## config.mk

```make
export PLATFORM = sky130hd
export DESIGN_NAME = mpd_decoder
export DESIGN_NICKNAME = d
export VERILOG_FILES = /design/src/core/mpd_pkg.sv /design/src/core/mpd_decoder.sv
export SDC_FILE = /design/constraint.sdc
export NUM_CORES = 1
export LEC_CHECK = 0
export CORE_MARGIN = 1
export CORE_UTILIZATION = 50
export DETAILED_ROUTE_END_ITERATION = 16
export DONT_BUFFER_PORTS = 1
export GPL_ROUTABILITY_DRIVEN = 0
export MAX_ROUTING_LAYER = met4
export PLACE_DENSITY = 0.71
export SYNTH_ARGS = -nofsm -noshare
export SYNTH_HDL_FRONTEND = slang
export SYNTH_SLANG_ARGS = --single-unit
```

## constraint.sdc

```tcl
create_clock -name clk_sys -period 1.3 [get_ports clk_sys]
set_clock_uncertainty 0.15 [all_clocks]
set_input_delay 0.065 -clock clk_sys [delete_from_list [all_inputs] [get_ports clk_sys]]
set_output_delay 0.065 -clock clk_sys [all_outputs]
set_load 0.05 [all_outputs]
```

## src/core/mpd_pkg.sv

```systemverilog
// package: constants and carriers of the motor parameter decoder
//
// Contract
// resistance field is 7 bits; decoded lsb weighs 7.35 milliohm.
// resistance decodes as low four bits shifted left by upper three.
// all-ones resistance code decodes to 1920, about 14.1 ohm.
// software keeps decoded resistance at or above 4, about 0.0294 ohm.
// decoded back-emf value is measured constant times weighting 1442.
// back-emf field is 7 bits, decoded like the resistance field.
// all-ones back-emf code decodes to 1920, about 1330 mV/Hz.
// back-emf code one decodes to one, about 0.7 mV/Hz.
// motor is classed as stationary, forward or reverse before start.
// software writes resistance and back-emf fields before driving.
// each field gives an 11-bit unsigned result, updated on write.
package mpd_pkg;

  localparam int CODE_W        = 7;
  localparam int MANT_W        = 4;
  localparam int EXP_W         = 3;
  localparam int LIN_W         = 11;
  localparam int MANT_LSB      = 0;
  localparam int EXP_LSB       = 4;
  localparam int RES_LSB_UOHM  = 7350;
  localparam int BEMF_WEIGHT   = 1442;
  localparam int RES_MIN_LIN   = 4;
  localparam logic [CODE_W-1:0] CODE_RST = 7'h00;
  localparam logic [LIN_W-1:0]  LIN_RST  = 11'h000;
  localparam logic              FLAG_RST  = 1'b1;
  localparam logic              VALID_RST = 1'b0;

  typedef enum logic [1:0]
  {
    MPD_STILL   = 2'b00,
    MPD_FORWARD = 2'b01,
    MPD_REVERSE = 2'b11
  } mpd_cond_e;

  localparam mpd_cond_e COND_RST = MPD_STILL;

  typedef struct packed
  {
    logic [LIN_W-1:0] phase_to_center_resistance;
    logic [LIN_W-1:0] bemf_constant_linear;
    logic             res_below_min;
  } mpd_out_s;

  typedef struct packed
  {
    logic       valid;
    logic       moving;
    logic       reverse;
  } mpd_sense_s;

endpackage

```

## src/core/mpd_decoder.sv

```systemverilog
// module: decodes motor parameter fields and classes start condition
`timescale 1ns/10ps
module mpd_decoder
(
  input  wire logic                       clk_sys,
  input  wire logic                       resetn,
  input  wire logic                       res_wr,
  input  wire logic [mpd_pkg::CODE_W-1:0] phase_resistance_code,
  input  wire logic                       bemf_wr,
  input  wire logic [mpd_pkg::CODE_W-1:0] bemf_constant_code,
  input  wire mpd_pkg::mpd_sense_s        sense,
  output mpd_pkg::mpd_out_s               dec,
  output mpd_pkg::mpd_cond_e              cond,
  output logic                            cond_valid
);
  import mpd_pkg::*;

  // slots of the per-field arrays
  localparam int NUM_FIELDS = 2;
  localparam int RES_IDX    = 0;
  localparam int BEMF_IDX   = 1;

  // one shifter stage per exponent bit
  localparam int NUM_STAGES = EXP_W;

  // mantissa widened to the result width
  function automatic logic [LIN_W-1:0] widen_mant
  (
    input logic [CODE_W-1:0] code
  );
  begin
    widen_mant = {{(LIN_W-MANT_W){1'b0}}, code[MANT_LSB +: MANT_W]};
  end
  endfunction

  // exponent field of a code
  function automatic logic [EXP_W-1:0] code_exp
  (
    input logic [CODE_W-1:0] code
  );
  begin
    code_exp = code[EXP_LSB +: EXP_W];
  end
  endfunction

  // decoded resistance under the supported floor
  function automatic logic below_floor
  (
    input logic [LIN_W-1:0] lin
  );
  begin
    below_floor = (lin < LIN_W'(RES_MIN_LIN));
  end
  endfunction

  // start condition from the sense bits
  function automatic mpd_cond_e classify
  (
    input logic moving,
    input logic reverse
  );
  begin
    case ({moving, reverse})
      2'b00:   classify = MPD_STILL;
      2'b01:   classify = MPD_STILL;
      2'b10:   classify = MPD_FORWARD;
      2'b11:   classify = MPD_REVERSE;
      default: classify = MPD_STILL;
    endcase
  end
  endfunction

  // per-field strobes, codes and results
  wire logic              field_wr   [NUM_FIELDS];
  wire logic [CODE_W-1:0] field_code [NUM_FIELDS];
  wire logic [LIN_W-1:0]  field_next [NUM_FIELDS];
  wire logic [LIN_W-1:0]  field_lin  [NUM_FIELDS];

  // resistance floor flag register
  logic                   res_low;

  assign field_wr[RES_IDX]    = res_wr;
  assign field_wr[BEMF_IDX]   = bemf_wr;
  assign field_code[RES_IDX]  = phase_resistance_code;
  assign field_code[BEMF_IDX] = bemf_constant_code;

  // one mantissa-and-shift decoder per field
  generate
    for (genvar g = 0; g < NUM_FIELDS; g++)
    begin : gen_decode
      wire logic [LIN_W-1:0] stage [NUM_STAGES+1];
      wire logic [EXP_W-1:0] shift;

      assign shift    = code_exp(field_code[g]);
      assign stage[0] = widen_mant(field_code[g]);

      // stage k moves the value left by two to the k
      for (genvar k = 0; k < NUM_STAGES; k++)
      begin : gen_stage
        assign stage[k+1] = shift[k] ? (stage[k] << (1 << k))
                                     : stage[k];
      end

      // all-ones code reaches the largest value
      assign field_next[g] = stage[NUM_STAGES];
    end
  endgenerate

  // result registers, each standing until its field is written again
  generate
    for (genvar g = 0; g < NUM_FIELDS; g++)
    begin : gen_result
      logic [LIN_W-1:0] lin_q;

      always_ff @(posedge clk_sys)
      begin
        if (!resetn)
        begin
          lin_q <= LIN_RST;
        end
        else if (field_wr[g])
        begin
          lin_q <= field_next[g];
        end
      end

      assign field_lin[g] = lin_q;
    end
  endgenerate

  // resistance floor flag, refreshed on each resistance write
  always_ff @(posedge clk_sys)
  begin
    if (!resetn)
    begin
      res_low <= FLAG_RST;
    end
    else if (field_wr[RES_IDX])
    begin
      res_low <= below_floor(field_next[RES_IDX]);
    end
  end

  // start condition, taken on each valid sense cycle
  always_ff @(posedge clk_sys)
  begin
    if (!resetn)
    begin
      cond <= COND_RST;
    end
    else if (sense.valid)
    begin
      cond <= classify(sense.moving, sense.reverse);
    end
  end

  // one valid pulse per valid sense cycle
  always_ff @(posedge clk_sys)
  begin
    if (!resetn)
    begin
      cond_valid <= VALID_RST;
    end
    else
    begin
      cond_valid <= sense.valid;
    end
  end

  // result carrier in field order
  assign dec = {field_lin[RES_IDX],
                field_lin[BEMF_IDX],
                res_low};

endmodule

```

==> results.md <==
- The run finished, with violations left.
- The final reports fail on negative hold slack.
- The first-pass GRT wire length is 5240 um.
- The number of instances on the worst hold path is 1.
- The post-synthesis instance area is between 1000 and 1500 sq um.
- The dominant synthesized flop cell is dfxtp_1.
- Entering global routing, the biggest net connects 23 pins.
- The placed wire-length estimate after detailed placement is between 1500 and 2000 um.
- Measured against its own limit, the worst slew margin works out to 0.552.
- The die covers a little under 3000 sq um.
- For this run, the register share of the synthesized area comes to 0.390.
- The post-synthesis cell type count is 39.
- The initial antenna violation count is 0.
- Counting every sink on the clock net gives 26.
- The iteration-0 DRC count of the detailed router is 23.
- In the final layout, the share of cells above drive strength 1 is 0.202.
- CTS built an H-tree with a depth of 1.
- The via count of the first global-routing pass is 1245.
- The antenna diode count is 0.
- Setup repair after global routing left no endpoint under its margin.
- The via count normalized by instance count is ~5.7.
- The core area is approximately 2500 sq um.
- Synthesis handed over a netlist of 157 instances.
- The fraction of the mapped netlist area in compound gates is 0.196.
- The post-synthesis async set-or-reset flop share is 0.
- Setup total negative slack on the finished layout was measured at 0 ns.
- Setup violations remaining at the end of the flow were counted as 0.
- The final max-slew violation count is 0.
- The first-pass iteration count of the detailed router is 4.
- The worst setup path is captured at a register.
- The mean routed wirelength per cell is 15.7 um.
- The clock tree from TritonCTS is yes.
- The register-to-register setup slack is 0.29 ns.
- After synthesis, the mean cell area works out to roughly 8.5 sq um.
- At the worst endpoint, the required time is 1.38 ns.
- The library cells used most frequently in the layout, excluding fill and tap cells, are dlygate4sd3_1 (27), buf_4 (26), dfxtp_1 (22).
- The routed design could run at a clock period as short as 1.30 ns.
- The number of synthesized register bits is 26.
- Summing internal, switching and leakage power gives 1.85 mW.
- The fmax is 772 MHz.
- In this run the core area contains 18 standard-cell rows.
- The cell sitting at the root of the clock tree is a clkbuf_4.
- The finished cells cover about 1800 sq um.
- The number of buffers created by CTS is 3.
- The count of nets left with antenna violations once routing finished came out at 0.
- The clock passes through at most 2 buffers.
- The count of buffers inserted at the top-level ports is 0.
- Of the total synthesized cell area, the portion taken by AND, OR, NAND and NOR gates is 0.245.
- The wire length after detailed routing is 3660 um.
- The number of failing hold endpoints at the final stage is 13.
- The global-route congestion overflow total is 0.
- The number of warnings reported in the yosys synthesis log is 0.
- Counting flops with a built-in enable in the synthesized netlist gives 0.
- Along the worst path, the maximum fanout reaches 5.
- The net count after synthesis is ~180.
- The type of the worst setup path is input port to register.
- The initial core utilization is 0.534.
- The source of the worst register-to-register timing path is gen_result[0].lin_q[1].
- The source of the worst hold timing path is res_wr.
- The endpoint identified for the worst register-to-register timing path is gen_result[0].lin_q[1].
- The top-level I/O count is 47.
- The clock insertion delay at the later pin of the skew report is 0.33 ns.
- The terminating pin of the worst hold path is gen_result[0].lin_q[5].
- The combinational family with the most area after synthesis is simple AND/OR/NAND/NOR gates.
- Measured along the y axis, the die boundary spans around 54 um.
- The clock slew at the register clock pins of the worst setup and hold paths is 0.14 ns.
- In this run the power density over the cells is about 1000 nW/um^2.
- The actual transition at the worst max-transition pin is around 0.67 ns.
- The leakage power figure is 0.756 nW.
- The tool flagged a number of max-cap violations equal to 0.
- In the final design database the tool counted 225 nets.
- The most common library cell in the layout ignoring fill and taps is dlygate4sd3_1.
- The die is ~54 um wide.
- STA classifies the critical path startpoint as an input port.
- The total track usage is 0.257.
- After detailed placement, the total cell area comes to 1490 sq um.
- The number of cells on the worst reg-to-reg path is 3.
- The final critical-path share of the clock period is 0.996.
- The pre-CTS worst setup slack is 0.176 ns.
- The routed layout has 1332 vias.
- The worst min-delay path class is input port to register.
- The number of remaining DRC errors is 0.
- The multiplexer share of the synthesized area is 0.0984.
- Final hold analysis gives a worst-case slack of -0.339 ns.
- The data arrival time at the worst-slack endpoint is 1.38 ns.
- The layout overhead on the synthesized area is 37.8%.
- The worst-case IR drop observed on VDD is 883 uV.
- In the post-route analysis, the smallest setup slack over all paths is 0.00491 ns.
- The xor and xnor fraction of the mapped netlist area is 0.
- Of the total synthesized cell area, the portion taken by full adders, half adders and majority gates is 0.
-- synthesized netlist by cell type (2+ instances only) --
cell type  instances  area share
dfxtp_1           26        0.39
nand2_1           15       0.042
mux2i_1            9       0.067
nor2b_1            9       0.042
a21boi_1           8       0.045
nand2b_1           8       0.037
buf_2              7       0.026
o21ai_0            7       0.026
nand3_1            6       0.022
nor2_1             6       0.017
a31oi_1            5       0.023
and2_1             5       0.023
inv_1              5       0.014
a21oi_1            4       0.015
a22oi_1            3       0.017
buf_4              2       0.011
clkbuf_1           2      0.0056
inv_2              2      0.0056
mux2_4             2       0.022
nand4_1            2      0.0094
nor3b_1            2       0.011
o21a_1             2       0.011
o21ai_1            2      0.0075
o22ai_1            2      0.0094
or2b_1             2       0.011
-- final cells by class --
type	count	area [sq um]
timing repair buffer	54	478
sequential	26	526
tap	30	37.5
clock buffer	3	22.5
fill	171	661
inverter	7	26.3
multi-input combinational	112	719
clock inverter	1	30.0
-- state kept, by name, summed over array words and instances (netlist names) --
| signal | count |
|---|---|
| cond | 2 |
| res_low | 1 |
| cond_valid | 1 |
| gen_result.lin_q | 22 |
-- kinds of logic (layout without fill, tap and decap cells) --
kind of cell | after synthesis | count (layout)
AO/OA/AOI/OAI | 39 | 39
buffers and inverters | 19 | 65
flip-flops | 26 | 26
multiplexers | 12 | 12
AND/OR/NAND/NOR | 61 | 61
-- per-stage QoR --
| step | cells | utilization |
|---|---|---|
| after floorplan | 157 | - |
| after global placement | 200 | 0.597 |
| after detailed placement | 200 | 0.597 |
| after CTS | 230 | 0.722 |
| after global routing | 233 | 0.736 |
| final | 233 | 0.736 |
-- what timing repair did --
item | CTS | global route
gates resized for setup | 0 | 5
hold buffers | 26 | 6
endpoints found under the hold margin | 26 | 14
endpoints found under the setup margin | 0 | 9
setup buffers | 0 | 1
-- metal layers --
metal | part of all wire | global-route usage
met5 | 0 | -
met2 | 0.54 | 0.465
met3 | 0.058 | 0.0706
met1 | 0.39 | 0.262
met4 | 0.0090 | 0.0877
-- worst max-delay path by stage --
stage	from	endpoint	slack, ns	cells past startpoint
final	bemf_constant_code[4]	gen_result[1].lin_q[3]	0.005	5
after global routing	bemf_constant_code[4]	gen_result[1].lin_q[3]	0.005	5
after CTS	resetn	gen_result[0].lin_q[6]	0.01	3
after detailed placement	phase_resistance_code[5]	res_low	0.18	4
after global placement	phase_resistance_code[5]	res_low	0.25	4
after floorplan	gen_result[0].lin_q[1]	gen_result[0].lin_q[1]	0.16	3
-- critical path, cell delays in order --
cell and delay [ns]:
mux2i_1 0.28, mux2i_1 0.18, dlygate4sd3_1 0.60, a22oi_1 0.18, nor2b_1 0.07
-- power breakdown --
part	switching (mW)	internal, mW	leakage, nW
logic	0.238	0.184	0.514
registers	0.0249	0.833	0.215
clock network	0.255	0.312	0.0279
total	0.518	1.33	0.756
Power figures use the tool's default switching activity.
